### src/plc_defs.svh
// Register offsets, field positions, reset values and timing figures
`ifndef PLC_DEFS_SVH
`define PLC_DEFS_SVH
`define PLC_CTRL_OFS 8'h00
`define PLC_STAT_OFS 8'h04
`define PLC_RXCNT_OFS 8'h08
`define PLC_CTRL_RX_BIT 0
`define PLC_CTRL_TX_BIT 1
`define PLC_STAT_OVR_BIT 6
`define PLC_CTRL_RX_RST 1'b1
`define PLC_CTRL_TX_RST 1'b1
`define PLC_LEGACY_LCLK_KHZ 49152
`define PLC_NEWER_LCLK_KHZ 98304
`define PLC_AXI_OKAY 2'h0
`define PLC_AXI_DECERR 2'h3
`endif

### src/plc_pkg.sv
// Types shared by the link and port mode controller
package plc_pkg;
	typedef enum logic [2:0] {
		PLC_S100  = 3'b000,
		PLC_S200  = 3'b001,
		PLC_S400  = 3'b010,
		PLC_S400B = 3'b011,
		PLC_S800  = 3'b100
	} plc_speed_t;
	typedef enum logic [0:0] {
		PLC_TX_IDLE  = 1'b0,
		PLC_TX_SHIFT = 1'b1
	} plc_tx_st_t;
	typedef struct packed {
		logic [7:0]  awaddr;
		logic        awvalid;
		logic [31:0] wdata;
		logic [3:0]  wstrb;
		logic        wvalid;
		logic        bready;
		logic [7:0]  araddr;
		logic        arvalid;
		logic        rready;
	} plc_axi_req_t;
	typedef struct packed {
		logic        awready;
		logic        wready;
		logic        bvalid;
		logic [1:0]  bresp;
		logic        arready;
		logic        rvalid;
		logic [31:0] rdata;
		logic [1:0]  rresp;
	} plc_axi_rsp_t;
	typedef struct packed {
		logic       sel;
		logic       pll_stop;
		logic [2:0] force_ds;
		logic [2:0] remote_newer;
		logic [2:0] active;
		logic       frame;
		logic       strobe;
		logic       dbit;
		logic [1:0] src;
		plc_speed_t speed;
	} plc_pins_t;
	typedef struct packed {
		logic       newer;
		logic [2:0] force_ds;
		logic [2:0] remote_newer;
	} plc_cfg_t;
	typedef struct packed {
		plc_axi_rsp_t ax;
		logic         aw_got;
		logic         w_got;
		logic [7:0]   awa;
		logic [31:0]  wd;
		logic [3:0]   ws;
		logic         ctrl_rx;
		logic         ctrl_tx;
		logic         overrun;
		logic [15:0]  rxcnt;
		plc_pins_t    s1;
		plc_pins_t    s2;
		logic         strobe_d;
		plc_cfg_t     cfg;
		logic [1:0]   lcnt;
		logic         lclk;
		plc_tx_st_t   tx_st;
		logic [7:0]   tx_sh;
		logic [3:0]   tx_left;
		logic         tx_rdy;
		logic         tx_bv;
		logic         tx_bit;
		logic [2:0]   tx_pe;
		logic [7:0]   rx_sh;
		logic [3:0]   rx_cnt;
		logic [7:0]   b0;
		logic [7:0]   b1;
		logic [1:0]   bcnt;
		logic         rx_v;
		logic [2:0]   rpt_en;
		logic [2:0]   rpt_bit;
		logic [2:0]   beta;
		logic         boss;
	} plc_state_t;
	function automatic logic [3:0] plc_width(input plc_speed_t sp, input logic nw);
		if (nw) begin
			return 4'h8;
		end
		case (sp)
			PLC_S100: return 4'h2;
			PLC_S200: return 4'h4;
			default: return 4'h8;
		endcase
	endfunction : plc_width
endpackage : plc_pkg

### src/plc_ctrl.sv
// Link protocol, link clock, word widening and narrowing, port mode and repeat control
//////////////////////////////////////////////////////////////////////////////
// Notes on behaviour
// - Legacy link mode: link clock at half the newer rate, rx words handed out on aclk, not retimed to it.
// - Newer link mode: link clock at the full reference rate.
// - Link hands 2, 4 or 8 bit words; device latches and shifts them out.
// - Five line rate codes: S100, S200, S400, S400B, S800.
// - Protocol select low runs the link interface in legacy mode.
// - Protocol select high runs the link interface in newer mode.
// - Protocol select never picks cable mode; low disables BOSS arbitration.
// - Port facing a legacy device uses data-strobe signalling at S100 to S400.
// - Bilingual port facing a newer node uses newer cable signalling.
// - Bilingual port mode follows the remote capability, no outside choice.
// - Received bits are widened per speed and mode, retimed, given to link.
// - Received packet is repeated on every other connected, active port.
// - Power-down high stops the PLL and all internally made clocks.
// - Each port can be forced to legacy-only signalling.
// - Force input low means bilingual, high means legacy-only.
`timescale 1ns/1ns
`default_nettype none
`include "plc_defs.svh"
module plc_ctrl #(
	parameter int PORTS = 3
) (
	input  wire  logic                aclk,
	input  wire  logic                aresetn,
	input  wire  plc_pkg::plc_axi_req_t axi_req,
	output var   plc_pkg::plc_axi_rsp_t axi_rsp,
	input  wire  logic                link_protocol_select,
	input  wire  logic                pll_stop_input,
	input  wire  logic                port0_legacy_force,
	input  wire  logic                port1_legacy_force,
	input  wire  logic                port2_legacy_force,
	input  wire  logic [2:0]          remote_newer,
	input  wire  logic [2:0]          port_active,
	input  wire  logic                rx_frame,
	input  wire  logic                rx_strobe,
	input  wire  logic                rx_data,
	input  wire  logic [1:0]          rx_src,
	input  wire  logic [2:0]          rx_speed,
	input  wire  logic [7:0]          tx_word,
	input  wire  plc_pkg::plc_speed_t tx_speed,
	input  wire  logic                tx_valid,
	output logic                      tx_ready,
	output logic                      tx_bit,
	output logic                      tx_bit_valid,
	output logic [2:0]                tx_port_en,
	output logic [7:0]                rx_word,
	output logic                      rx_valid,
	input  wire  logic                rx_ready,
	output logic                      link_clk,
	output logic                      link_mode_newer,
	output logic                      boss_enable,
	output logic [2:0]                port_beta,
	output logic [2:0]                rpt_en,
	output logic [2:0]                rpt_bit
);
	import plc_pkg::*;

	if (PORTS != 3) begin : g_bad_ports
		$error("plc_ctrl serves exactly three ports");
	end

	localparam logic [1:0] LEG_HALF = 2'(`PLC_NEWER_LCLK_KHZ / `PLC_LEGACY_LCLK_KHZ);

	plc_state_t st;
	plc_state_t n;
	plc_pins_t  pins;
	logic       busy;
	logic       run;
	logic       rx_go;
	logic [1:0] half;
	logic [3:0] rx_w;
	logic [7:0] rx_nw;
	logic [31:0] rd_val;

	assign pins = '{sel: link_protocol_select, pll_stop: pll_stop_input,
		force_ds: {port2_legacy_force, port1_legacy_force, port0_legacy_force},
		remote_newer: remote_newer, active: port_active, frame: rx_frame,
		strobe: rx_strobe, dbit: rx_data, src: rx_src, speed: plc_speed_t'(rx_speed)};

	// Packet in progress on either path
	assign busy = st.s2.frame || (st.tx_st == PLC_TX_SHIFT);
	assign run = !st.s2.pll_stop;
	assign half = st.cfg.newer ? 2'h1 : LEG_HALF;
	assign rx_go = st.s2.strobe && !st.strobe_d && st.s2.frame && st.ctrl_rx && run;
	assign rx_w = plc_width(st.s2.speed, st.cfg.newer);
	assign rx_nw = st.rx_sh | (8'(st.s2.dbit) << st.rx_cnt[2:0]);
	assign rd_val = (st.ax.arready && axi_req.araddr == `PLC_CTRL_OFS) ? {30'h0, st.ctrl_tx, st.ctrl_rx} :
		(axi_req.araddr == `PLC_STAT_OFS) ? {25'h0, st.overrun, !run, st.beta, st.boss, st.cfg.newer} :
		(axi_req.araddr == `PLC_RXCNT_OFS) ? {16'h0, st.rxcnt} : 32'h0;

	//////////////////////////////////////////////////////////////////////////////
	always_comb begin
		n = st;
		n.s1 = pins;
		n.s2 = st.s1;
		n.strobe_d = st.s2.strobe;

		// Static configuration, only taken between packets
		if (!busy) begin
			n.cfg.newer = st.s2.sel;
			n.cfg.force_ds = st.s2.force_ds;
			n.cfg.remote_newer = st.s2.remote_newer;
		end
		for (int i = 0; i < 3; i++) begin
			// Forced or legacy remote falls back to data-strobe, S100 to S400
			n.beta[i] = !st.cfg.force_ds[i] && st.cfg.remote_newer[i];
		end
		n.boss = st.cfg.newer;

		// Link clock divider, held low while the PLL is stopped
		if (!run) begin
			n.lclk = 1'b0;
			n.lcnt = 2'h0;
		end else if (st.lcnt >= half - 2'h1) begin
			n.lclk = !st.lclk;
			n.lcnt = 2'h0;
		end else begin
			n.lcnt = st.lcnt + 2'h1;
		end

		// Transmit narrowing
		n.tx_bv = 1'b0;
		n.tx_pe = st.s2.active & {3{run}};
		case (st.tx_st)
			PLC_TX_IDLE: begin
				if (tx_valid && st.tx_rdy) begin
					n.tx_sh = tx_word;
					n.tx_left = plc_width(tx_speed, st.cfg.newer);
					n.tx_st = PLC_TX_SHIFT;
					n.tx_rdy = 1'b0;
				end else begin
					n.tx_rdy = st.ctrl_tx && run;
				end
			end
			PLC_TX_SHIFT: begin
				if (run) begin
					n.tx_bit = st.tx_sh[0];
					n.tx_sh = st.tx_sh >> 1;
					n.tx_bv = 1'b1;
					n.tx_left = st.tx_left - 4'h1;
					if (st.tx_left == 4'h1) begin
						n.tx_st = PLC_TX_IDLE;
						n.tx_rdy = st.ctrl_tx;
					end
				end
			end
			default: begin
				n.tx_st = PLC_TX_IDLE;
			end
		endcase

		// AXI write
		if (st.ax.awready && axi_req.awvalid) begin
			n.aw_got = 1'b1;
			n.awa = axi_req.awaddr;
		end
		if (st.ax.wready && axi_req.wvalid) begin
			n.w_got = 1'b1;
			n.wd = axi_req.wdata;
			n.ws = axi_req.wstrb;
		end
		if (st.ax.bvalid && axi_req.bready) begin
			n.ax.bvalid = 1'b0;
		end
		if (st.aw_got && st.w_got && !st.ax.bvalid) begin
			n.aw_got = 1'b0;
			n.w_got = 1'b0;
			n.ax.bvalid = 1'b1;
			n.ax.bresp = `PLC_AXI_OKAY;
			if (st.awa == `PLC_CTRL_OFS) begin
				if (st.ws[0]) begin
					n.ctrl_rx = st.wd[`PLC_CTRL_RX_BIT];
					n.ctrl_tx = st.wd[`PLC_CTRL_TX_BIT];
				end
			end else if (st.awa == `PLC_STAT_OFS) begin
				if (st.ws[0] && st.wd[`PLC_STAT_OVR_BIT]) begin
					n.overrun = 1'b0;
				end
			end else if (st.awa == `PLC_RXCNT_OFS) begin
				n.ax.bresp = `PLC_AXI_OKAY;
			end else begin
				n.ax.bresp = `PLC_AXI_DECERR;
			end
		end
		n.ax.awready = !n.aw_got && !n.ax.bvalid;
		n.ax.wready = !n.w_got && !n.ax.bvalid;

		// AXI read
		if (st.ax.rvalid && axi_req.rready) begin
			n.ax.rvalid = 1'b0;
		end
		if (st.ax.arready && axi_req.arvalid) begin
			n.ax.rvalid = 1'b1;
			n.ax.rdata = rd_val;
			if (axi_req.araddr == `PLC_CTRL_OFS || axi_req.araddr == `PLC_STAT_OFS ||
				axi_req.araddr == `PLC_RXCNT_OFS) begin
				n.ax.rresp = `PLC_AXI_OKAY;
			end else begin
				n.ax.rresp = `PLC_AXI_DECERR;
			end
		end
		n.ax.arready = !n.ax.rvalid;

		// Receive widening into the two-entry buffer
		if (st.rx_v && rx_ready) begin
			n.b0 = st.b1;
			n.bcnt = st.bcnt - 2'h1;
			n.rxcnt = st.rxcnt + 16'h1;
		end
		if (!st.s2.frame) begin
			n.rx_cnt = 4'h0;
			n.rx_sh = 8'h0;
		end else if (rx_go) begin
			if (n.bcnt == 2'h2) begin
				// Full buffer stalls the widener; the bit is lost and flagged
				n.overrun = 1'b1;
			end else if (st.rx_cnt + 4'h1 == rx_w) begin
				if (n.bcnt == 2'h0) begin
					n.b0 = rx_nw;
				end else begin
					n.b1 = rx_nw;
				end
				n.bcnt = n.bcnt + 2'h1;
				n.rx_cnt = 4'h0;
				n.rx_sh = 8'h0;
			end else begin
				n.rx_sh = rx_nw;
				n.rx_cnt = st.rx_cnt + 4'h1;
			end
		end
		n.rx_v = n.bcnt != 2'h0;

		// Repeat onto the other active ports
		for (int i = 0; i < 3; i++) begin
			n.rpt_en[i] = st.s2.frame && st.s2.active[i] && (st.s2.src != 2'(i)) && run;
			n.rpt_bit[i] = st.s2.dbit;
		end
	end

	always_ff @(posedge aclk) begin
		if (!aresetn) begin
			st <= '0;
			st.ctrl_rx <= `PLC_CTRL_RX_RST;
			st.ctrl_tx <= `PLC_CTRL_TX_RST;
		end else begin
			st <= n;
		end
	end

	//////////////////////////////////////////////////////////////////////////////
	assign axi_rsp = st.ax;
	assign tx_ready = st.tx_rdy;
	assign tx_bit = st.tx_bit;
	assign tx_bit_valid = st.tx_bv;
	assign tx_port_en = st.tx_pe;
	assign rx_word = st.b0;
	assign rx_valid = st.rx_v;
	assign link_clk = st.lclk;
	assign link_mode_newer = st.cfg.newer;
	assign boss_enable = st.boss;
	assign port_beta = st.beta;
	assign rpt_en = st.rpt_en;
	assign rpt_bit = st.rpt_bit;
endmodule : plc_ctrl
`default_nettype wire

### config.mk
export PLATFORM = sky130hd
export DESIGN_NAME = plc_ctrl
export DESIGN_NICKNAME = d
export VERILOG_FILES = /design/src/plc_pkg.sv /design/src/plc_ctrl.sv
export VERILOG_INCLUDE_DIRS = /design/src /design/src/src
export SDC_FILE = /design/constraint.sdc
export NUM_CORES = 1
export LEC_CHECK = 0
export ABC_AREA = 1
export BUFFER_PORTS_ARGS = -buffer_cell sky130_fd_sc_hd__buf_2
export CORE_MARGIN = 4
export CORE_UTILIZATION = 35
export CTS_CLUSTER_SIZE = 40
export DETAILED_ROUTE_END_ITERATION = 8
export REMOVE_ABC_BUFFERS = 1
export SETUP_SLACK_MARGIN = 0.05
export SLEW_MARGIN = 15
export SYNTH_ARGS = -nofsm -noshare
export SYNTH_HDL_FRONTEND = slang
export SYNTH_SLANG_ARGS = --single-unit
### constraint.sdc
create_clock -name aclk -period 2.85 [get_ports aclk]
set_input_delay 0.57 -clock aclk [delete_from_list [all_inputs] [get_ports aclk]]
set_output_delay 0.57 -clock aclk [all_outputs]
set_load 0.005 [all_outputs]
==> qor.csv, run 1 <==
metric;value;unit
aggregate global-route resource usage;0.136;
Resized Gates After CTS;0;
routability congestion estimate from global placement;0.820;
Setup Total Neg Slack;0;ns
Clock transition at path regs;0.07;ns
Final #Nets;1092;
Die Width;149;µm
number of antenna violations at the first check in global routing;0;
detailed placer's ending HPWL;10700;µm
via count of the first global-routing pass;5204;
I/O pins;159;
Total Routed Length;14700;µm
Pins Over Slew Limit;0;
worst path cell trace;nand2_1, or2_2, xor2_1, inv_1, ha_1, inv_1, nand2_2, nor2_8, nand3_1, nand2_1, nor2_1;
number of levels in the clock H-tree;4;
class of the most critical setup path;flop to flop;
outcome;finished, final reports clean;
TritonCTS clock tree;yes;
Post-synth ARST share;0;
Post-synth EDFFs;0;
required time of the worst setup path;3.15;ns
worst min-delay path category;primary input to flop;
Period Utilization, post-route;0.780;
# Post-CTS Setup Buffers;0;
Critical Path Slowest Stage Cell;dfxtp_1;
Via Count;5518;
YS warnings;0;
most common flop cell mapped by yosys;dfxtp_1;
largest buffer count on any clock path;2;
effective utilization at floorplan;0.357;
Core ar.;19600;µm²
instance count after placement with tap cells included;1240;
area of the die;22300;µm²
root cell of the clock tree;clkbuf_16;
number of buffers added on ports;110;
ANT cells;0;
row count;51;
netlist area before placement;7000;µm²
maximum ir drop on the vdd rail;0.000367;V
RSZ-0062 raised after global routing;false;
die height;149;µm
nature of the critical path startpoint;flop;
TritonCTS Sinks;163;
DRC violations left;0;
data arrival at the endpoint of the critical path;2.52;ns
largest net degree at the start of global routing;43;
Cell Count, Final, Fillers Out;1272;
Worst Skew;0.00993;ns
power density cells;625;nW/µm²
synthesized instance count;931;
leakage power figure;3.89;nW
sequential fraction of the synthesis area;0.466;
final critical path time including I/O delays and setup;2.22;ns
peak fanout along the critical path;9;
Yosys cell types;44;
CTS buffer count;17;
Largest stage delay, worst path;0.32;ns
via density per instance;4.34;
number of max-cap violations;0;
drt pass-1 iters;4;
global-route wire length before repair;24500;µm
clock insertion delay at the later pin of the skew report;0.43;ns
kind of end point of the critical path;flop;
Yosys reg bits;163;
cts hold-fix bufs;0;
ratio of cells with drive above 1 in the final layout;0.193;
Overflow after GRT;0;
maximum frequency from static timing analysis;450;MHz
Antenna Nets Post-Route;0;
mean area per synthesized cell;7.52;µm²
number of setup violations in the final report;0;
post-detailed-route wirelength per cell;11.5;µm
iteration-0 DRC count of the detailed router;212;
area delta synth->final;13.9;%
Hold Vio Cnt, Final;0;
-- flip-flops by register name, indices dropped and copies added (netlist names), 3 cells and up --
register    count
rx_word         8
tx_port_en      3
port_beta       3
axi_rsp        23
rpt_en          3
n              21
st             94
-- where the power goes --
part | switching [W] | internal [W] | total, W
clock network | 0.00104 | 0.00119 | 0.00223
logic | 0.000219 | 0.000127 | 0.000346
registers | 0.0000457 | 0.00237 | 0.00241
total | 0.00131 | 0.00368 | 0.00499
-- cell type report --
type                    count  area (µm²)
fillers                  2095       11600
clock inverters            14         135
multi-input cells         555        2680
inverters                 141         532
clock buffers              18         439
repair buffers            116         598
flip-flops and latches    163        3260
well taps                 265         332
-- synthesized netlist by cell type, types with 4 or more instances --
master / number / area (µm²)
nand2_1: 177 / 664
dfxtp_1: 163 / 3260
inv_1: 125 / 469
nor2_1: 112 / 420
o21ai_0: 64 / 320
buf_4: 62 / 465
a21oi_1: 54 / 270
nand3_1: 41 / 205
clkbuf_1: 17 / 63.8
inv_2: 13 / 48.8
nor3_1: 12 / 60.1
nand2_2: 10 / 62.6
ha_1: 7 / 87.6
a22oi_1: 6 / 45.0
nand4_1: 6 / 37.5
a31oi_1: 5 / 31.3
nor2_2: 4 / 25.0
nor4_1: 4 / 25.0
-- through the flow --
step	util	area [µm²]	hold slack (ns)	setup WS, ns	total power (W)
after floorplan	-	6470	0.385	0.318	0.00266
after global placement	0.378	7400	0.394	0.327	0.00281
after detailed placement	0.378	7400	0.394	0.280	0.00282
after CTS	0.407	7980	0.299	0.599	0.00505
after global routing	0.407	7980	0.308	0.373	0.00521
final	0.407	7980	0.316	0.627	0.00499
-- worst max-delay path, delay by kind of cell, from the launching register on --
kind,cells,cell delay (ns)
flip-flops,1,0.32
adder cells (fa/ha/maj),1,0.22
buffers and inverters,2,0.15
AND/OR/NAND/NOR,7,1.15
XOR/XNOR,1,0.24
-- worst paths after layout --
kind | endpoint | startpoint | cells after the start | slack, ns
max reg2reg | st[36] | rx_valid | 11 | 0.63
max | st[36] | rx_valid | 11 | 0.63
min | n[86] | port1_legacy_force | 3 | 0.32
min reg2reg | port_beta[0] | st[66] | 1 | 0.41
-- cells by family after synthesis --
logic type,Yosys count,share of synthesized area
xor+xnor,4,0.00500
buf+inv,228,0.160
fa+ha+maj,7,0.0125
flops,163,0.466
compound gates,139,0.105
simple gates,389,0.251
other cells,1,0.000535
-- cells in the final DEF (no fill, tap or decap), drive strengths merged --
| cell | n |
|---|---|
| inv | 149 |
| conb | 16 |
| nor2 | 119 |
| o211ai | 1 |
| buf | 116 |
| xor2 | 3 |
| a2111oi | 1 |
| a41o | 1 |
| nand4 | 9 |
| clkbuf | 18 |
| or2 | 3 |
| nor4 | 5 |
| ha | 7 |
| a211oi | 2 |
| a21boi | 1 |
| a31oi | 5 |
| a21oi | 54 |
| nand2 | 190 |
| a22oi | 6 |
| dfxtp | 163 |
| nor3b | 2 |
| xnor2 | 1 |
| o22ai | 1 |
| clkinv | 6 |
| o21ai | 67 |
| nand3b | 3 |
| nor3 | 15 |
| nand3 | 43 |
-- routing by layer --
metal  global-route usage  vias to the layer above  share of wire
met5                    0                        -              0
met4               0.0485                        0          0.016
met3               0.0327                       14          0.038
met2                0.224                      101           0.47
met1                0.176                     2430           0.47
li1                     -                     2973              -
(Power assumes the default switching activity.)
==> run 2, diff against run 1 <==
==> constraint.sdc (replaced) <==
create_clock -name aclk -period 2.2 [get_ports aclk]
set_input_delay 0.44 -clock aclk [delete_from_list [all_inputs] [get_ports aclk]]
set_output_delay 0.44 -clock aclk [all_outputs]
set_load 0.005 [all_outputs]
==> run 2 against run 1 <==
Effect of this change:
- critical path depth is 2 higher
- setup slack worse by 0.42 ns
- utilization is 1.4 points higher
- total power is 35% higher
- via count grew 1.7%
- sequential cell count did not move
- clock-buffer cell count rose by 1
- final area increased by 3.4%
- largest cell class unchanged
- highest routed layer unchanged
==> qor.csv, run 2 (same netlist as run 1, synthesis figures left out) <==
metric;value;unit;change
post-detailed-route wirelength per cell;11.6;µm;+0.96%
ratio of cells with drive above 1 in the final layout;0.212;;+0.0189
number of buffers added on ports;110;;unchanged
required time of the worst setup path;2.56;ns;-0.59 ns
DRC violations left;0;;unchanged
r2r setup slk;0.21;ns;-0.42 ns
capture point of the worst reg-to-reg path;st[18];;
class of the most critical setup path;flop to flop;;
Final #Nets;1106;;+1.3%
worst-case headroom to the max-slew limit;0.670;;
most used cells in the layout excluding fill and tap cells;nand2_1, dfxtp_1, inv_1, nor2_1, buf_2;;
effective utilization at floorplan;0.357;;unchanged
Overflow after GRT;0;;unchanged
Worst Skew;0.0132;ns;+0.00330 ns
data arrival at the endpoint of the critical path;2.36;ns;-0.16 ns
number of levels in the clock H-tree;4;;unchanged
CTS buffer count;17;;unchanged
iteration-0 DRC count of the detailed router;271;;+28%
final setup slack of the worst path;0.206;ns;-0.421 ns
Hold Vio Cnt, Final;0;;unchanged
worst hold path startpoint;port_active[1];;
detailed placer's ending HPWL;10700;µm;+0.56%
die height;149;µm;unchanged
drt pass-1 iters;4;;unchanged
Die Width;149;µm;unchanged
routability congestion estimate from global placement;0.788;;-3.8%
I/O pins;159;;unchanged
register name with the most flops;st;;
Clock transition at path regs;0.07;ns;about the same
TritonCTS clock tree;yes;;
smallest hold slack;0.190;ns;-0.125 ns
root cell of the clock tree;clkbuf_16;;
Worst Tran Pin Value;0.490;ns;
largest net degree at the start of global routing;56;;+30%
global-route wire length before repair;24500;µm;about the same
Period Utilization, post-route;0.906;;+0.126
via density per instance;4.36;;+0.56%
leakage power figure;3.99;nW;+2.7%
area delta synth->final;17.8;%;
aggregate global-route resource usage;0.136;;about the same
pre-CTS setup slack;-0.0650;ns;-0.345 ns
origin of the critical flop-to-flop path;rx_valid;;
final critical path time including I/O delays and setup;1.99;ns;-0.229 ns
RSZ-0062 raised after global routing;false;;
outcome;finished, final reports clean;;
Cell Count, Final, Fillers Out;1286;;+1.1%
Pins Over Slew Limit;0;;unchanged
Min-Delay Endpoint;n[80];;
number of antenna violations at the first check in global routing;0;;unchanged
peak fanout along the critical path;8;;-1
nature of the critical path startpoint;flop;;
Via Count;5610;;+1.7%
number of max-cap violations;0;;unchanged
maximum frequency from static timing analysis;502;MHz;+11%
reg2reg path depth;13;;+2
via count of the first global-routing pass;5078;;-2.4%
Core ar.;19600;µm²;unchanged
instance count after placement with tap cells included;1251;;+0.89%
Total Routed Length;15000;µm;+2.1%
area of the die;22300;µm²;unchanged
cts hold-fix bufs;0;;unchanged
most frequent standard cell in the layout excluding fill and tap cells;nand2_1;;
ANT cells;0;;unchanged
worst min-delay path category;primary input to flop;;
largest buffer count on any clock path;2;;unchanged
number of flip-flops in the largest register;94;;unchanged
TritonCTS Sinks;163;;unchanged
power density cells;819;nW/µm²;+31%
row count;51;;unchanged
clock insertion delay at the later pin of the skew report;0.43;ns;about the same
number of setup violations in the final report;0;;unchanged
Antenna Nets Post-Route;0;;unchanged
hold path depth;3;;unchanged
count of fill cells added during filler insertion;2061;;-1.6%
kind of end point of the critical path;flop;;
maximum ir drop on the vdd rail;0.000473;V;+29%
[run 2: changes by cell type in the layout (fill, tap and decap cells not counted), sizes merged, moves of 2 or more]
cell / previous run / this run
clkinv: 6 / 3
clkinvlp: 0 / 2
inv: 149 / 146
buf: 116 / 128
bufinv: 0 / 3
nand4: 9 / 11
[run 2: routing by layer]
layer	wire length, µm	vias to the layer above	part of all wire	track usage
met1	6980	2501	0.47	0.174
li1	-	3001	-	-
met5	0	-	0	0
met2	7160	92	0.48	0.223
met3	591	16	0.040	0.0342
met4	229	0	0.015	0.0513
[run 2: through the flow]
stage	power (W)	setup TNS [ns]	area [µm²]	utilization
after floorplan	0.00345	-5.14	6470	-
after global placement	0.00365	-1.03	7510	0.383
after detailed placement	0.00366	-0.827	7510	0.383
after CTS	0.00685	0	8150	0.416
after global routing	0.00705	0	8250	0.421
final	0.00675	0	8250	0.421
[run 2: power breakdown]
part	internal (W)	leakage [nW]	switching (W)	total, W
combinational	0.000173	2.36	0.000290	0.000462
clock	0.00189	0.308	0.00127	0.00316
sequential	0.00307	1.33	0.0000599	0.00313
[run 2: layout make-up]
| class | instances | area [µm²] | area share |
|---|---|---|---|
| sequential | 163 | 3260 | 0.396 |
| multi-input combinational | 557 | 2760 | 0.334 |
| timing repair buffer | 128 | 726 | 0.0880 |
| inverter | 141 | 532 | 0.0645 |
| clock buffer | 19 | 453 | 0.0549 |
| tap | 265 | 332 | 0.0402 |
| clock inverter | 13 | 185 | 0.0225 |
[run 2: worst max path at each step]
stage	slack (ns)	cells after the start	startpoint	end
after floorplan	-0.20	11	rx_ready	rx_word[0]
after CTS	0.1	11	rx_valid	rx_word[3]
final	0.21	13	rx_valid	st[18]
after global placement	-0.08	12	rx_ready	rx_word[1]
after detailed placement	-0.06	12	rx_ready	rx_word[0]
after global routing	0.01	12	rx_valid	rx_word[3]
[run 2: worst max-delay path, stage by stage (launching register included)]
cell     delay (ns)
dfxtp_2        0.33
nand2_2        0.05
or2_4          0.24
xor2_2         0.20
inv_2          0.07
ha_4           0.16
inv_1          0.06
nand2_2        0.09
nor2_8         0.20
buf_12         0.13
nand4_4        0.16
nand2_1        0.10
nand2_1        0.05
nor2_1         0.09
[run 2: repair_timing]
| item | 4_1_cts | 5_1_grt |
|---|---|---|
| resized for setup | 0 | 12 |
| endpoints found under the setup margin | 0 | 28 |
| buffers inserted | 0 | 1 |
==> run 3, diff against run 2 <==
--- a/config.mk
+++ b/config.mk
@@ -8,7 +8,7 @@
 export LEC_CHECK = 0
 export ABC_AREA = 1
 export BUFFER_PORTS_ARGS = -buffer_cell sky130_fd_sc_hd__buf_2
-export CORE_MARGIN = 4
+export CORE_MARGIN = 2
 export CORE_UTILIZATION = 35
 export CTS_CLUSTER_SIZE = 40
 export DETAILED_ROUTE_END_ITERATION = 8
==> constraint.sdc (replaced) <==
create_clock -name aclk -period 1.6 [get_ports aclk]
set_input_delay 0.32 -clock aclk [delete_from_list [all_inputs] [get_ports aclk]]
set_output_delay 0.32 -clock aclk [all_outputs]
set_load 0.005 [all_outputs]
==> run 3 against run 2 <==
Effect of this change:
- the run now ends with setup timing left
- critical path depth did not move
- worst hold slack got worse by 0.12 ns
- clock-buffer cell count shrank 1
- via count increased by 3.1%
- maximum frequency is 2.7% higher
- final area grew 4.5%
- clock skew down 0.0044 ns
- sequential power rose by 37%
- combinational power is 46% higher
- clock power increased by 32%
- utilization is 2.0 points higher
- critical endpoint is now rx_word[3]
- largest cell class unchanged
==> qor.csv, run 3 (same netlist as run 1, synthesis figures left out) <==
metric;value;unit;change
routability congestion estimate from global placement;0.787;;-0.10%
most frequent standard cell in the layout excluding fill and tap cells;nand2_1;;
final setup slack of the worst path;-0.340;ns;-0.547 ns
total power;0.00914;W;+35%
origin of the critical flop-to-flop path;rx_valid;;
nature of the critical path startpoint;flop;;
die height;145;µm;-2.7%
via count of the first global-routing pass;5338;;+5.1%
area delta synth->final;23.1;%;
Worst Skew;0.00879;ns;-0.00445 ns
count of fill cells added during filler insertion;2054;;-0.34%
TritonCTS Sinks;163;;unchanged
Die Width;145;µm;-2.7%
post-detailed-route wirelength per cell;11.8;µm;+1.3%
number of setup violations in the final report;31;;+31
final critical path time including I/O delays and setup;1.94;ns;-0.0533 ns
most used cells in the layout excluding fill and tap cells;nand2_1, dfxtp_1, inv_1, buf_2, nor2_1;;
RSZ-0062 raised after global routing;true;;
Antenna Nets Post-Route;0;;unchanged
class of the most critical setup path;flop to flop;;
Hold Vio Cnt, Final;0;;unchanged
Overflow after GRT;0;;unchanged
Worst Tran Pin Value;0.521;ns;+0.0305 ns
ratio of cells with drive above 1 in the final layout;0.254;;+0.0427
Total Routed Length;15600;µm;+3.9%
iteration-0 DRC count of the detailed router;262;;-3.3%
Pins Over Slew Limit;0;;unchanged
number of levels in the clock H-tree;4;;unchanged
Setup Total Neg Slack;-7.63;ns;-7.63 ns
number of flip-flops in the largest register;94;;unchanged
root cell of the clock tree;clkbuf_16;;
Core ar.;19500;µm²;-0.33%
clock insertion delay at the later pin of the skew report;0.43;ns;about the same
power density cells;1060;nW/µm²;+30%
number of max-cap violations;0;;unchanged
maximum ir drop on the vdd rail;0.000718;V;+52%
outcome;finished with violations;;
via density per instance;4.39;;+0.56%
ANT cells;0;;unchanged
maximum frequency from static timing analysis;515;MHz;+2.7%
DRC violations left;0;;unchanged
CTS buffer count;17;;unchanged
number of antenna violations at the first check in global routing;0;;unchanged
I/O pins;159;;unchanged
violations in the final reports;setup timing;;
worst hold path startpoint;port0_legacy_force;;
Final #Nets;1139;;+3.0%
worst min-delay path category;primary input to flop;;
area of the die;21200;µm²;-5.3%
reg2reg path depth;13;;unchanged
number of buffers added on ports;110;;unchanged
Min-Delay Endpoint;n[85];;
data arrival at the endpoint of the critical path;2.30;ns;-0.06 ns
effective utilization at floorplan;0.359;;+0.00117
hold path depth;3;;unchanged
capture point of the worst reg-to-reg path;rx_word[3];;
kind of end point of the critical path;flop;;
aggregate global-route resource usage;0.151;;+0.0149
leakage power figure;4.21;nW;+5.5%
global-route wire length before repair;26000;µm;+5.9%
row count;51;;unchanged
Clock transition at path regs;0.07;ns;about the same
TritonCTS clock tree;yes;;
drt pass-1 iters;4;;unchanged
peak fanout along the critical path;8;;unchanged
largest buffer count on any clock path;2;;unchanged
r2r setup slk;-0.34;ns;-0.55 ns
required time of the worst setup path;1.96;ns;-0.60 ns
largest net degree at the start of global routing;43;;-23%
Via Count;5786;;+3.1%
detailed placer's ending HPWL;10900;µm;+1.8%
register name with the most flops;st;;
Period Utilization, post-route;1.21;;+0.306
worst-case headroom to the max-slew limit;0.650;;-0.0205
cts hold-fix bufs;0;;unchanged
-- run 3: worst max path at each step --
stage | to | slack (ns) | startpoint
final | rx_word[3] | -0.34 | rx_valid
after global routing | rx_word[3] | -0.46 | rx_valid
after CTS | rx_word[1] | -0.35 | rx_valid
after detailed placement | rx_word[2] | -0.54 | rx_ready
after global placement | rx_word[4] | -0.48 | rx_ready
after floorplan | rx_word[0] | -0.71 | rx_valid
-- run 3: layout make-up --
| type | instances | area (µm²) | share of cell area |
|---|---|---|---|
| flip-flops and latches | 163 | 3260 | 0.379 |
| multi-input cells | 557 | 2850 | 0.331 |
| repair buffers | 161 | 1020 | 0.119 |
| inverters | 141 | 539 | 0.0626 |
| clock buffers | 18 | 439 | 0.0510 |
| well taps | 265 | 332 | 0.0385 |
| clock inverters | 14 | 166 | 0.0193 |
-- run 3: power by group --
part           internal (W)  switching [W]
clock network       0.00239        0.00178
registers           0.00422      0.0000801
logic              0.000257       0.000417
-- run 3: metal layers --
metal	share of wire	track usage	up-vias
met5	0	0	-
met2	0.48	0.253	101
li1	-	-	3079
met1	0.48	0.195	2591
met4	0.013	0.0505	0
met3	0.029	0.0310	15
-- run 3: what timing repair did --
item,in CTS,in global routing
setup buffers,8,3
gates cloned,3,0
setup endpoints to repair,34,38
pin swaps,16,15
resized for setup,30,16
-- run 3: critical path, stage by stage (launching register included) --
cell	delay (ns)
dfxtp_2	0.34
nand2_2	0.05
or2_4	0.27
xor2_4	0.17
inv_2	0.06
ha_4	0.16
inv_2	0.06
nand2_4	0.07
nor2_8	0.10
buf_12	0.13
nand4_4	0.19
nand2_2	0.12
nand2_2	0.06
nor2_2	0.11
-- run 3: stage by stage --
step	cells	hold slack [ns]	setup slack (ns)	util	cell area [µm²]
2_1_floorplan	859	0.385	-0.708	-	6470
4_1_cts	1316	0.0502	-0.349	0.437	8530
3_5_place_dp	1274	0.397	-0.537	0.394	7690
3_3_place_gp	1274	0.395	-0.477	0.394	7690
6_report	1319	0.0695	-0.340	0.441	8620
5_1_grt	1319	0.0598	-0.456	0.441	8620
